--- src/rpc_defs.svh ---
// Purpose: Constants of the receiver polling controller
// Assumes: 50 MHz system clock, byte addresses on APB
// Notes: Offsets, fields, reset values and timing counts
`ifndef RPC_DEFS_SVH
`define RPC_DEFS_SVH

// ----------------------------------------------------------
// Register map
// ----------------------------------------------------------
`define RPC_OFS_CFG 8'h00
`define RPC_OFS_LIMIT 8'h04
`define RPC_OFS_CTRL 8'h08
`define RPC_OFS_STATUS 8'h0c

// ----------------------------------------------------------
// Field positions
// ----------------------------------------------------------
`define RPC_CFG_BAUD 1:0
`define RPC_CFG_NBIT 3:2
`define RPC_CFG_SLEEP 8:4
`define RPC_CFG_SLEEP_EXT 9
`define RPC_LIM_MIN 4:0
`define RPC_LIM_MAX 12:8
`define RPC_CTRL_POLL 0

// ----------------------------------------------------------
// Reset values
// ----------------------------------------------------------
`define RPC_RST_BAUD 2'h0
`define RPC_RST_NBIT 2'h1
`define RPC_RST_SLEEP 5'h08
`define RPC_RST_LIM_MIN 5'h0e
`define RPC_RST_LIM_MAX 5'h18
`define RPC_SLEEP_HOLD 5'h1f

// ----------------------------------------------------------
// Timing
// ----------------------------------------------------------
`define RPC_SYS_PERIOD_PS 20000
`define RPC_TCLK_L_PS 2038300
`define RPC_TCLK_H_PS 2069700
`define RPC_TCLK_L_CYC (`RPC_TCLK_L_PS / `RPC_SYS_PERIOD_PS)
`define RPC_TCLK_H_CYC (`RPC_TCLK_H_PS / `RPC_SYS_PERIOD_PS)
`define RPC_SLEEP_UNIT 1024
`define RPC_SLEEP_EXT_X 8
`define RPC_STARTUP_TICKS 64
`define RPC_CHECKS_PER_STEP 6

`endif

--- src/rpc_pkg.sv ---
// Purpose: Types of the receiver polling controller
// Assumes: APB with 32-bit data
// Notes: Constants live in rpc_defs.svh
package rpc_pkg;

    typedef enum logic [1:0] {
        PH_SLEEP,
        PH_STARTUP,
        PH_CHECK,
        PH_RECEIVE
    } rpc_phase_t;

    typedef struct packed {
        logic psel;
        logic penable;
        logic pwrite;
        logic [7:0] paddr;
        logic [31:0] pwdata;
    } rpc_apb_req_t;

    typedef struct packed {
        logic [31:0] prdata;
        logic pready;
        logic pslverr;
    } rpc_apb_rsp_t;

endpackage : rpc_pkg

--- src/rpc_poll_ctrl.sv ---
// Purpose: Polling controller with edge-to-edge bit check
// Assumes: Mode and demodulator pins are asynchronous
// Notes: Registers reached over APB, answer without wait
`timescale 1ns/10ps
`include "rpc_defs.svh"

// What this block does
// Basic clock divided per clock-select pin
// Extended clock is 8,4,2,1 basic periods
// Cycle sleep, start-up, check; sleep disables
// Start-up enables circuits and lets settle
// Demodulator ignored until bit check active
// No valid signal: back to sleep
// Activity output separates sleep from active
// Sleep = value x factor x 1024 x period
// Sleep factor 1, or 8 with bit
// Highest sleep value means permanent sleep
// Bit count 0,3,6,9 gives 0,6,12,18 checks
// All checks pass: receive, route data out
// Counter on extended clock, sampled at edges
// Two 5-bit limits scale extended period
// Edge below lower limit fails to sleep
// Counter reaching upper limit fails at once
// Software keeps lower >= 10, upper <= 63
// Lower below 19: use 6 or 9 bits
// Window about 25% around expected time
// Preburst covers sleep, start-up, check, MCU
// Receive held until polling command
// Counter cleared at every accepted edge
module rpc_poll_ctrl #(
    parameter int SLEEP_UNIT = `RPC_SLEEP_UNIT,
    parameter int STARTUP_TICKS = `RPC_STARTUP_TICKS
) (
    input wire logic clk_i, // 50 MHz clock
    input wire logic rst_n_i, // Sync reset, active low
    input wire rpc_pkg::rpc_apb_req_t apb_req_i, // APB request
    output rpc_pkg::rpc_apb_rsp_t apb_rsp_o, // APB answer
    input wire logic clock_select_i, // Mode pin, async
    input wire logic demod_i, // Demodulator output, async
    output logic activity_indicator_o, // High when active
    output logic data_o // Data out, high unless receiving
);
    import rpc_pkg::*;

    // ------------------------------------------------------
    // Helpers
    // ------------------------------------------------------
    function automatic logic [3:0] xlen(input logic [1:0] br);
        xlen = 4'h8 >> br;
    endfunction : xlen

    function automatic logic [23:0] sleep_len(
        input logic [4:0] s,
        input logic ext
    );
        logic [23:0] f;
        f = ext ? 24'(`RPC_SLEEP_EXT_X) : 24'h000001;
        sleep_len = 24'(s) * f * 24'(SLEEP_UNIT);
    endfunction : sleep_len

    // ------------------------------------------------------
    // State
    // ------------------------------------------------------
    logic [1:0] baud, next_baud;
    logic [1:0] nbit, next_nbit;
    logic [4:0] sleep_val, next_sleep_val;
    logic sleep_ext, next_sleep_ext;
    logic [4:0] lim_min, next_lim_min;
    logic [4:0] lim_max, next_lim_max;
    logic [31:0] prdata, next_prdata;
    logic mode_s1, mode_s2, dem_s1, dem_s2, dem_s3;
    logic [6:0] div_cnt, next_div_cnt;
    logic [2:0] xdiv, next_xdiv;
    rpc_phase_t phase, next_phase;
    logic [23:0] sleep_cnt, next_sleep_cnt;
    logic [7:0] su_cnt, next_su_cnt;
    logic [5:0] cv, next_cv;
    logic [4:0] pass_cnt, next_pass_cnt;
    logic active, next_active;
    logic data_q, next_data_q;

    logic acc, wr, mapped, cfg_wr, poll_cmd;
    logic tick, xtick, dem_edge;
    logic [6:0] div_lim;

    // ------------------------------------------------------
    // Pin synchronisers
    // ------------------------------------------------------
    always_ff @(posedge clk_i) begin
        if (!rst_n_i) begin
            mode_s1 <= 1'b0;
            mode_s2 <= 1'b0;
            dem_s1 <= 1'b1;
            dem_s2 <= 1'b1;
            dem_s3 <= 1'b1;
        end else begin
            mode_s1 <= clock_select_i;
            mode_s2 <= mode_s1;
            dem_s1 <= demod_i;
            dem_s2 <= dem_s1;
            dem_s3 <= dem_s2;
        end
    end

    assign dem_edge = dem_s2 ^ dem_s3;

    // ------------------------------------------------------
    // APB slave
    // ------------------------------------------------------
    assign acc = apb_req_i.psel & apb_req_i.penable;
    assign wr = acc & apb_req_i.pwrite;
    assign mapped = (apb_req_i.paddr == `RPC_OFS_CFG) ||
                    (apb_req_i.paddr == `RPC_OFS_LIMIT) ||
                    (apb_req_i.paddr == `RPC_OFS_CTRL) ||
                    (apb_req_i.paddr == `RPC_OFS_STATUS);
    assign cfg_wr = wr & (apb_req_i.paddr == `RPC_OFS_CFG);
    assign poll_cmd = wr & (apb_req_i.paddr == `RPC_OFS_CTRL) &
                      apb_req_i.pwdata[`RPC_CTRL_POLL];

    always_comb begin
        next_baud = baud;
        next_nbit = nbit;
        next_sleep_val = sleep_val;
        next_sleep_ext = sleep_ext;
        next_lim_min = lim_min;
        next_lim_max = lim_max;
        next_prdata = prdata;
        if (cfg_wr) begin
            next_baud = apb_req_i.pwdata[`RPC_CFG_BAUD];
            next_nbit = apb_req_i.pwdata[`RPC_CFG_NBIT];
            next_sleep_val = apb_req_i.pwdata[`RPC_CFG_SLEEP];
            next_sleep_ext = apb_req_i.pwdata[`RPC_CFG_SLEEP_EXT];
        end
        if (wr && apb_req_i.paddr == `RPC_OFS_LIMIT) begin
            next_lim_min = apb_req_i.pwdata[`RPC_LIM_MIN];
            next_lim_max = apb_req_i.pwdata[`RPC_LIM_MAX];
        end
        // Read data is captured in the setup cycle
        if (apb_req_i.psel && !apb_req_i.penable) begin
            next_prdata = 32'h00000000;
            unique case (apb_req_i.paddr)
                `RPC_OFS_CFG: begin
                    next_prdata[`RPC_CFG_BAUD] = baud;
                    next_prdata[`RPC_CFG_NBIT] = nbit;
                    next_prdata[`RPC_CFG_SLEEP] = sleep_val;
                    next_prdata[`RPC_CFG_SLEEP_EXT] = sleep_ext;
                end
                `RPC_OFS_LIMIT: begin
                    next_prdata[`RPC_LIM_MIN] = lim_min;
                    next_prdata[`RPC_LIM_MAX] = lim_max;
                end
                `RPC_OFS_STATUS: begin
                    next_prdata[1:0] = phase;
                    next_prdata[2] = active;
                    next_prdata[12:8] = pass_cnt;
                end
                default: next_prdata = 32'h00000000;
            endcase
        end
    end

    always_ff @(posedge clk_i) begin
        if (!rst_n_i) begin
            baud <= `RPC_RST_BAUD;
            nbit <= `RPC_RST_NBIT;
            sleep_val <= `RPC_RST_SLEEP;
            sleep_ext <= 1'b0;
            lim_min <= `RPC_RST_LIM_MIN;
            lim_max <= `RPC_RST_LIM_MAX;
            prdata <= 32'h00000000;
        end else begin
            baud <= next_baud;
            nbit <= next_nbit;
            sleep_val <= next_sleep_val;
            sleep_ext <= next_sleep_ext;
            lim_min <= next_lim_min;
            lim_max <= next_lim_max;
            prdata <= next_prdata;
        end
    end

    assign apb_rsp_o.prdata = prdata;
    assign apb_rsp_o.pready = 1'b1;
    // Unmapped accesses complete at once but flag an error
    assign apb_rsp_o.pslverr = acc & ~mapped;

    // ------------------------------------------------------
    // Clock dividers
    // ------------------------------------------------------
    // Basic period is truncated to whole system clocks
    assign div_lim = mode_s2 ? 7'(`RPC_TCLK_H_CYC) :
                               7'(`RPC_TCLK_L_CYC);
    assign tick = (div_cnt == div_lim - 7'h01);
    assign xtick = tick &&
        ({1'b0, xdiv} == xlen(baud) - 4'h1);

    // ------------------------------------------------------
    // Polling sequence
    // ------------------------------------------------------

    always_comb begin
        next_div_cnt = tick ? 7'h00 : div_cnt + 7'h01;
        next_xdiv = 3'h0;
        next_phase = phase;
        next_sleep_cnt = sleep_cnt;
        next_su_cnt = su_cnt;
        next_cv = cv;
        next_pass_cnt = pass_cnt;
        unique case (phase)
            PH_SLEEP: begin
                // A config write restarts the sleep count
                if (cfg_wr) begin
                    next_sleep_cnt = 24'h000000;
                end else if (sleep_val != `RPC_SLEEP_HOLD) begin
                    if (sleep_cnt >= sleep_len(sleep_val, sleep_ext)) begin
                        next_phase = PH_STARTUP;
                        next_su_cnt = 8'h00;
                    end else if (tick) begin
                        next_sleep_cnt = sleep_cnt + 24'h000001;
                    end
                end
            end
            PH_STARTUP: begin
                // Demodulator edges are not looked at here
                if (su_cnt >= 8'(STARTUP_TICKS)) begin
                    next_phase = PH_CHECK;
                    next_cv = 6'h00;
                    next_pass_cnt = 5'h00;
                end else if (tick) begin
                    next_su_cnt = su_cnt + 8'h01;
                end
            end
            PH_CHECK: begin
                if (tick) begin
                    next_xdiv = xtick ? 3'h0 : xdiv + 3'h1;
                end else begin
                    next_xdiv = xdiv;
                end
                if (nbit == 2'h0) begin
                    next_phase = PH_RECEIVE;
                end else if (cv >= {1'b0, lim_max}) begin
                    next_phase = PH_SLEEP;
                    next_sleep_cnt = 24'h000000;
                end else if (dem_edge) begin
                    if (cv < {1'b0, lim_min}) begin
                        next_phase = PH_SLEEP;
                        next_sleep_cnt = 24'h000000;
                    end else begin
                        next_cv = 6'h00;
                        next_pass_cnt = pass_cnt + 5'h01;
                        if (next_pass_cnt == 5'(nbit *
                                `RPC_CHECKS_PER_STEP)) begin
                            next_phase = PH_RECEIVE;
                        end
                    end
                end else if (xtick) begin
                    next_cv = cv + 6'h01;
                end
            end
            PH_RECEIVE: begin
                if (poll_cmd) begin
                    next_phase = PH_SLEEP;
                    next_sleep_cnt = 24'h000000;
                end
            end
        endcase
        next_active = (next_phase != PH_SLEEP);
        // Follows the next phase so data is high again with sleep
        next_data_q = (next_phase == PH_RECEIVE) ? dem_s2 : 1'b1;
    end

    always_ff @(posedge clk_i) begin
        if (!rst_n_i) begin
            div_cnt <= 7'h00;
            xdiv <= 3'h0;
            phase <= PH_SLEEP;
            sleep_cnt <= 24'h000000;
            su_cnt <= 8'h00;
            cv <= 6'h00;
            pass_cnt <= 5'h00;
            active <= 1'b0;
            data_q <= 1'b1;
        end else begin
            div_cnt <= next_div_cnt;
            xdiv <= next_xdiv;
            phase <= next_phase;
            sleep_cnt <= next_sleep_cnt;
            su_cnt <= next_su_cnt;
            cv <= next_cv;
            pass_cnt <= next_pass_cnt;
            active <= next_active;
            data_q <= next_data_q;
        end
    end

    // ------------------------------------------------------
    // Outputs
    // ------------------------------------------------------

    assign activity_indicator_o = active;
    assign data_o = data_q;

endmodule : rpc_poll_ctrl

--- config.mk ---
export PLATFORM = sky130hd
export DESIGN_NAME = rpc_poll_ctrl
export DESIGN_NICKNAME = d
export VERILOG_FILES = /design/src/rpc_pkg.sv /design/src/rpc_poll_ctrl.sv
export VERILOG_INCLUDE_DIRS = /design/src
export SDC_FILE = /design/constraint.sdc
export NUM_CORES = 1
export LEC_CHECK = 0
export ABC_AREA = 1
export ABC_CLOCK_PERIOD_IN_PS = 2410
export BUFFER_PORTS_ARGS = -buffer_cell sky130_fd_sc_hd__buf_2
export CORE_ASPECT_RATIO = 0.6
export CORE_UTILIZATION = 32
export DETAILED_ROUTE_END_ITERATION = 7
export GPL_TIMING_DRIVEN = 0
export PLACE_DENSITY = 0.51
export SLEW_MARGIN = 40
export SYNTH_ARGS = -nofsm -noshare
export SYNTH_HDL_FRONTEND = slang
export SYNTH_SLANG_ARGS = --single-unit
--- constraint.sdc ---
create_clock -name clk_i -period 2.41 [get_ports clk_i]
set_input_delay 0.1205 -clock clk_i [delete_from_list [all_inputs] [get_ports clk_i]]
set_output_delay 0.1205 -clock clk_i [all_outputs]
set_load 0.005 [all_outputs]
# ---- Yosys cells after proc, flatten, opt, wreduce, memory -nomap -nowiden
# Index checks and enable logic that the tools add are counted.
dict set report word_totals {
  out_inout_bits 36
  in_bits 47
  regBits 95
}
dict set report op_classes {
  n_shift 1
  n_reduce_logical 21
  n_mux 48
  eq_ne 29
  n_lt_le_gt_ge 4
  n_mul 2
  n_addsub 8
  n_bitwise 9
}
# operator count
set ops {}
lappend ops {{$mux W24} 9}
lappend ops {{$pmux W24 S3} 1}
lappend ops {{$mux W8} 5}
lappend ops {{$mux W6} 6}
lappend ops {{$mux W5} 5}
lappend ops {{$add A24 B1 Y24 const B} 1}
lappend ops {{$ge A24 B19 Y1} 1}
lappend ops {{$mux W2} 11}
lappend ops {{$ne A2 B2 Y1 const B} 11}
lappend ops {{$ne A3 B3 Y1 const B} 7}
lappend ops {{$reduce_and A6 Y1} 3}
lappend ops {{$eq A8 B4 Y1 const B} 2}
lappend ops {{$pmux W8 S2} 1}
lappend ops {{$pmux W6 S2} 1}
lappend ops {{$pmux W5 S2} 1}
lappend ops {{$mul A5 B4 Y9} 1}
lappend ops {{$pmux W3 S3} 1}
lappend ops {{$add A8 B1 Y8 const B} 1}
lappend ops {{$eq A8 B3 Y1 const B} 1}
lappend ops {{$ge A8 B7 Y1 const B} 1}
lappend ops {{$logic_not A8 Y1} 1}
lappend ops {{$pmux W2 S4} 1}
lappend ops {{$reduce_and A8 Y1} 1}
lappend ops {{$add A7 B1 Y7 const B} 1}
lappend ops {{other kinds (31)} 48}

# ---- Longest topological paths before layout
# Gate-level depths: netlist of run 1.
dict set report logic_depth {
  ltp_word 10
  depth_mapped 21
}

# ---- Worst setup path before layout of run 1
# OpenSTA, ideal clock, no wires.
dict set report synth_timing {
  path_type {reg-to-reg}
  startpoint {register sleep_ext}
  endpoint {register sleep_cnt[0]}
  slack_ns 0.065
  path_stages_with_launch 16
  path_buffers 2
  arrival_ns 2.234
  cell_sequence {dfxtp_1 -> clkbuf_1 -> nand2_1 -> inv_1 -> fa_1 -> inv_1 -> ha_1 -> a21oi_1 -> nand3_1 -> nand2_1 -> nand4_1 -> nand2_4 -> nand3_4 -> buf_4 -> a21oi_2 -> nor2_1}
}
dict set report synth_between {
  elab_chain_cells 5
}
# item line_no
set synth_rtl {}
lappend synth_rtl {{from (decl)} rpc_poll_ctrl.sv:67} ;# logic sleep_ext, next_sleep_ext;
lappend synth_rtl {{from (signal assigned)} rpc_poll_ctrl.sv:175} ;# sleep_ext <= next_sleep_ext;
lappend synth_rtl {{$mux W4} rpc_poll_ctrl.sv:57} ;# f = ext ? 24'(`RPC_SLEEP_EXT_X) : 24'h000001;
lappend synth_rtl {{$mul A5 B4 Y9} rpc_poll_ctrl.sv:58} ;# sleep_len = 24'(s) * f * 24'(SLEEP_UNIT);
lappend synth_rtl {{$ge A24 B19 Y1} rpc_poll_ctrl.sv:215} ;# if (sleep_cnt >= sleep_len(sleep_val, sleep_ext)) begin
lappend synth_rtl {{$ne A3 B3 Y1 (no line)} --}
lappend synth_rtl {{$reduce_and A8 Y1 (no line)} --}
lappend synth_rtl {{to (signal assigned)} rpc_poll_ctrl.sv:287} ;# sleep_cnt <= next_sleep_cnt;
lappend synth_rtl {{to (decl)} rpc_poll_ctrl.sv:75} ;# logic [23:0] sleep_cnt, next_sleep_cnt;
# Every way passes these cells.
# A chain may end at the register's enable or synchronous reset.

# ---- Worst setup path in the final report of run 1
dict set report layout_timing {
  startpoint {register sleep_ext}
  endpoint {register sleep_cnt[7]}
}
# The elaborated chain is that of the path after synthesis.

==> results of run 1 <==
cells in the mapped netlist, types with 11 or more instances:
cell	n	share of area, %
nor2_1	131	8.6
buf_4	23	3.0
inv_1	120	7.9
nand2_1	191	13
ha_1	30	6.6
a21oi_1	42	3.7
dfxtp_1	95	33
clkbuf_1	11	0.72
nand3_1	46	4.0
nor3_1	13	1.1
nand4_1	24	2.6
xor2_1	17	2.6
o21ai_0	35	3.1
cell usage in the layout (no fill, tap or decap), types with 5 or more instances in the layout:
master / netlist / routed
a21oi_1: 42 / 38
o22ai_1: 6 / 6
conb_1: 2 / 23
inv_1: 120 / 116
clkbuf_16: 0 / 9
ha_1: 30 / 28
nand3_1: 46 / 45
nand2_4: 2 / 6
nand4_1: 24 / 24
xor2_1: 17 / 17
o211ai_1: 6 / 6
dfxtp_1: 95 / 93
nor2_1: 131 / 129
nor3_1: 13 / 12
dlygate4sd3_1: 0 / 5
o21bai_1: 5 / 5
nor3b_1: 5 / 5
nand2_1: 191 / 182
buf_2: 3 / 45
o21ai_0: 35 / 34
clkbuf_1: 11 / 10
buf_4: 23 / 27
nand2_2: 1 / 6
inv_2: 1 / 5
nor2_2: 4 / 5
area by class of cell:
class | instances | area, µm² | share of cell area [%]
flip-flops and latches | 95 | 1910 | 27.7
clock buffers | 9 | 225 | 3.27
inverters | 123 | 463 | 6.72
well taps | 234 | 293 | 4.25
repair buffers | 57 | 400 | 5.82
multi-input cells | 615 | 3280 | 47.7
plain buffers | 39 | 267 | 3.87
clock inverters | 6 | 45.0 | 0.654
layer usage:
metal | global-route usage [%] | vias up | wire length (µm)
met5 | 0 | - | 0
met4 | 3.35 | 0 | 84
met3 | 3.54 | 8 | 832
met2 | 22.1 | 132 | 5680
met1 | 31.8 | 2417 | 9760
li1 | - | 2851 | -
stage by stage:
stage	utilization, %	setup TNS, ns
global route	39.8	-4.60
CTS	39.4	-0.640
global placement	36.4	-12.35
finish	39.8	-0.0640
detailed placement	36.4	-11.95
floorplan	-	0
state kept, by name, summed over array words and instances (netlist names):
name,flops
sleep_val,5
su_cnt,8
xdiv,3
cv,6
sleep_ext,1
dem_s3,1
phase,2
dem_s1,1
div_cnt,7
prdata,13
nbit,2
dem_s2,1
sleep_cnt,24
pass_cnt,5
mode_s1,1
lim_min,5
baud,2
mode_s2,1
data_o,1
activity_indicator_o,1
lim_max,5
power groups by stage:
stage                     clock network [W]  logic (W)  registers [W]
after floorplan                           0    0.00134        0.00192
after global placement                    0    0.00179        0.00198
after detailed placement                  0    0.00179        0.00198
after CTS                           0.00141    0.00207        0.00195
after global routing                0.00146    0.00247        0.00199
final                               0.00135    0.00219        0.00196
worst paths after layout:
check / end / slack [ns] / depth (start not counted)
max: sleep_cnt[7] / -0.03 / 15
min: lim_min[3] / 0.01 / 3
max reg2reg: sleep_cnt[7] / -0.03 / 15
min reg2reg: dem_s2 / 0.42 / 1
worst register-to-register path, stage by stage, from the launching register on:
cell	delay (ns)
dfxtp_4	0.37
nand2_2	0.06
inv_2	0.04
fa_1	0.47
inv_2	0.08
ha_4	0.21
a21oi_2	0.12
nand3_1	0.10
nand2_1	0.09
nand4_1	0.13
nand2_4	0.11
nand3_4	0.08
buf_4	0.17
buf_16	0.13
nand2_1	0.06
a21oi_1	0.06
logic make-up after synthesis:
group,share of synthesized area [%]
AOI/OAI and AO/OA,10.4
xor gates and xnor gates,3.22
DFF,33.3
adders and majority gates,6.92
other,0.131
buffers and inverters,12.6
and+or+nand+nor,33.5
what timing repair did:
item / in CTS / in global routing
hold endpoints to repair: 5 / 0
gates cloned: 2 / 0
gates resized for setup: 24 / 16
buffers inserted: 6 / 2
setup endpoints to repair: 35 / 35
hold buffers: 5 / 0
pin swaps: 8 / 12
==> impl_metrics.json, run 1 <==
{
  "status": "complete, but fails checks",
  "violations": "setup timing",
  "power_density_nw_per_um2": 799,
  "route.detailed.drc": 0,
  "cts_tree": "yes",
  "fin_skew_ns": 0.00836,
  "leakagePower_nw": 3.27,
  "synthArstFlopShare_pct": 0,
  "reg2reg_from": "sleep_ext",
  "wirelength_um": 16400,
  "portBuffers": 42,
  "cp-start-kind": "register",
  "holdWs_ns": 0.0116,
  "period_share_pct": 101,
  "relSlewSlack_pct": 51.1,
  "yosysUniqueCellTypes": 50,
  "slew_violations": 0,
  "postRouteAntennaNets": 0,
  "crit_fanout": 5,
  "synth_edf_count": 0,
  "max_clock_freq_mhz": 410,
  "wl_per_cell_um": 13.9,
  "vias_per_cell": 4.59,
  "ys_seq_area_share_pct": 33.3,
  "cts.sinks": 95,
  "synth_top_flop_cell": "dfxtp_1",
  "grt_max_degree": 17,
  "grt_first_pass_wirelength_um": 26200,
  "dp_cells": 1149,
  "dp_slack_ns": -0.540,
  "fin_nets": 1018,
  "end_kind": "register",
  "first_pass_iters": 5,
  "worstSetupPathType": "register to register",
  "fillers": 1844,
  "worstHoldStart": "apb_req_i[3]",
  "setup_ws_ns": -0.0278,
  "htree_levels": 3,
  "hpwl_um": 12500,
  "rows": 37,
  "switching_share_pct": 39.8,
  "place_area_um2": 6300,
  "ir_worst_vdd_v": 0.000404,
  "p_comb_share_pct": 39.8,
  "synth_area_per_cell_um2": 6.71,
  "netSwitchingPower_w": 0.00219,
  "min_period_ns": 2.44,
  "grt_antenna_before_repair": 0,
  "diodes": 0,
  "first_iter_violations": 417,
  "die_y_um": 106,
  "path_buf_inv": 4,
  "clock_latency_ns": 0.35,
  "fin_cells": 1178,
  "cts_buffers": 9,
  "path_delay_family": "adder cells",
  "worst_slew_pin_slew_ns": 0.734,
  "io-pin-count": 83,
  "overflow": 0,
  "initial_core_util_pct": 33.0,
  "cp_cell_sequence": "nand2_2 > inv_2 > fa_1 > inv_2 > ha_4 > a21oi_2 > nand3_1 > nand2_1 > nand4_1 > nand2_4 > nand3_4 > buf_4 > buf_16 > nand2_1 > a21oi_1",
  "synth_cells": 852,
  "p_total_w": 0.00550,
  "cts.path.max_buffers": 2,
  "ys_seq_elements": 95,
  "grt_pass1_vias": 4727,
  "slowest_delay_ns": 0.47,
  "hold_viol": 0,
  "path_clk_slew_ns": 0.07,
  "netlist_area_um2": 5710,
  "cp-startpoint": "sleep_ext",
  "hold_class": "input port to register",
  "seqPwrFrac_pct": 35.6,
  "vias": 5408,
  "worstPathRequired_ns": 2.61,
  "root_buffer": "clkbuf_16",
  "syn_to_final_growth_pct": 20.5,
  "ys.warnings.count": 0,
  "setup_viol": 9,
  "crit_slowest_cell": "fa_1",
  "place_congestion": 0.809,
  "max-cap-violations": 0,
  "dieArea_um2": 18400,
  "critical_path_arrival_ns": 2.64,
  "grtUsageTotal_pct": 18.5,
  "final_area_um2": 6890,
  "drive_above_1_share_pct": 14.9,
  "clkPwrFrac_pct": 24.6,
  "intPower_w": 0.00331,
  "die_width_um": 175,
  "rsz0062_at_grt": "yes",
  "core_area_um2": 17300
}
(Power assumes the default switching activity.)
==> run 2, diff against run 1 <==
--- a/config.mk
+++ b/config.mk
@@ -9,7 +9,7 @@
 export ABC_AREA = 1
 export ABC_CLOCK_PERIOD_IN_PS = 2410
 export BUFFER_PORTS_ARGS = -buffer_cell sky130_fd_sc_hd__buf_2
-export CORE_ASPECT_RATIO = 0.6
+export CORE_ASPECT_RATIO = 0.9
 export CORE_UTILIZATION = 32
 export DETAILED_ROUTE_END_ITERATION = 7
 export GPL_TIMING_DRIVEN = 0
==> run 2 against run 1 <==
The flow still finishes with violations (setup timing); flip-flop and latch count stayed put; die area is essentially flat; via count grew 0.59%; sequential power hardly changed.
==> impl_metrics.json, run 2 (synthesis gave the netlist of run 1 again) <==
{
  "max_clock_freq_mhz": 415,
  "dieArea_um2": 18400,
  "rows": 45,
  "violations": "setup timing",
  "cts.sinks": 95,
  "layout_commonest_cell": "nand2_1",
  "grtUsageTotal_pct": 17.8,
  "route.detailed.drc": 0,
  "cts_buffers": 9,
  "power_density_nw_per_um2": 804,
  "leakagePower_nw": 3.28,
  "first_pass_iters": 5,
  "cts_tree": "yes",
  "grt_pass1_vias": 4781,
  "die_width_um": 143,
  "fin_cells": 1180,
  "slew_violations": 0,
  "portBuffers": 42,
  "relSlewSlack_pct": 49.3,
  "wl_per_cell_um": 13.2,
  "critical_path_arrival_ns": 2.71,
  "rsz0062_at_grt": "yes",
  "hold_viol": 0,
  "multi_input_area_um2": 3360,
  "holdWs_ns": 0.0165,
  "grt_max_degree": 19,
  "drive_above_1_share_pct": 17.7,
  "overflow": 0,
  "ir_worst_vdd_v": 0.000420,
  "top_register": "sleep_cnt",
  "worstSetupPathType": "register to register",
  "largest_reg_flops": 24,
  "first_iter_violations": 303,
  "dp_cells": 1150,
  "status": "complete, but fails checks",
  "diodes": 0,
  "cp-start-kind": "register",
  "initial_core_util_pct": 33.3,
  "vias_per_cell": 4.61,
  "grt_first_pass_wirelength_um": 25100,
  "htree_levels": 3,
  "setup_ws_ns": -0.000687,
  "fin_skew_ns": 0.0154,
  "postRouteAntennaNets": 0,
  "vias": 5440,
  "min_period_ns": 2.41,
  "syn_to_final_growth_pct": 21.6,
  "hpwl_um": 11800,
  "wirelength_um": 15600,
  "die_y_um": 129,
  "worstPathRequired_ns": 2.71,
  "io-pin-count": 83,
  "reg_top3": "sleep_cnt x24, prdata x13, su_cnt x8",
  "max-cap-violations": 0,
  "fin_nets": 1018,
  "path_clk_slew_ns": 0.07,
  "core_area_um2": 17200,
  "period_share_pct": 100,
  "root_buffer": "clkbuf_16",
  "end_kind": "register",
  "fillers": 1842,
  "crit_fanout": 5,
  "regArea_um2": 1910,
  "fin_util_pct": 40.5,
  "worst_slew_pin_slew_ns": 0.760,
  "clock_latency_ns": 0.36,
  "grt_antenna_before_repair": 0,
  "setup_viol": 1,
  "hold_class": "input port to register",
  "cts.path.max_buffers": 2,
  "final_cell_mix": "nand2_1, nor2_1, inv_1",
  "p_total_w": 0.00558,
  "place_congestion": 0.815
}
==> run 2: cell types whose count changed in the layout (fill, tap and decap cells not counted), moves of 3 or more <==
cell and delta:
a21oi_1 -3, a21oi_2 +4, clkinv_4 +3, nand2_1 -15, nand2_2 +16, nand3_1 -3, nand3_2 +4, nor2_1 -3
nor2_2 +4
==> run 2: what timing repair did <==
action / in CTS / in global routing
resized for setup: 26 / 38
setup endpoints to repair: 35 / 35
gates cloned: 2 / 2
hold buffers: 5 / 0
pin swaps: 10 / 18
buffers inserted: 6 / 0
endpoints found under the hold margin: 5 / 0
==> run 2: per-layer routing <==
metal | track usage, % | wire length, µm
met2 | 26.7 | 6820
met5 | 0 | 0
met4 | 5.12 | 208
met1 | 25.9 | 7930
met3 | 2.90 | 621
==> run 2: layout make-up <==
cell class	instances	area share (%)
Timing Repair Buffer	56	5.31
Inverter	123	6.66
Buffer	39	3.89
Clock buffer	9	3.24
Clock inverter	7	0.900
Tap cell	235	4.23
Sequential cell	95	27.5
Multi-Input combinational cell	616	48.3
==> run 2: worst paths after layout <==
kind              depth (start not counted)      endpoint          from  slack (ns)
setup / recovery                         17  sleep_cnt[6]  sleep_val[2]     -0.0007
hold / removal                            3    lim_min[1]  apb_req_i[1]        0.02
setup reg to reg                         17  sleep_cnt[6]  sleep_val[2]     -0.0007
hold reg to reg                           1        dem_s2        dem_s1        0.41
==> run 2: stage by stage <==
step                 TNS [ns]  setup WS, ns  cell area (µm²)
floorplan                   0        0.0645             5790
global placement        -6.97        -0.370             6300
detailed placement      -7.06        -0.366             6300
CTS                   -0.0296       -0.0193             6790
global route            -4.77        -0.193             6950
finish              -0.000687     -0.000687             6950
==> run 2: worst max-delay path, stage by stage (launching register included) <==
cell and delay, ns:
dfxtp_4 0.35, nand2_2 0.06, inv_2 0.04, fa_1 0.48, inv_2 0.09, ha_4 0.22
nand2_2 0.06, nor2_2 0.03, nand2_1 0.06, nand3_2 0.08, nand2_2 0.07, nand4_1 0.14
nand2_4 0.12, nand3_4 0.15, buf_6 0.18, nand2_2 0.05, nand2_2 0.05, nor2_2 0.12
==> run 2: power breakdown <==
group	internal, W	switching (W)
sequential	0.00175	0.000204
clock	0.000721	0.000702
combinational	0.000877	0.00134
total	0.00334	0.00224
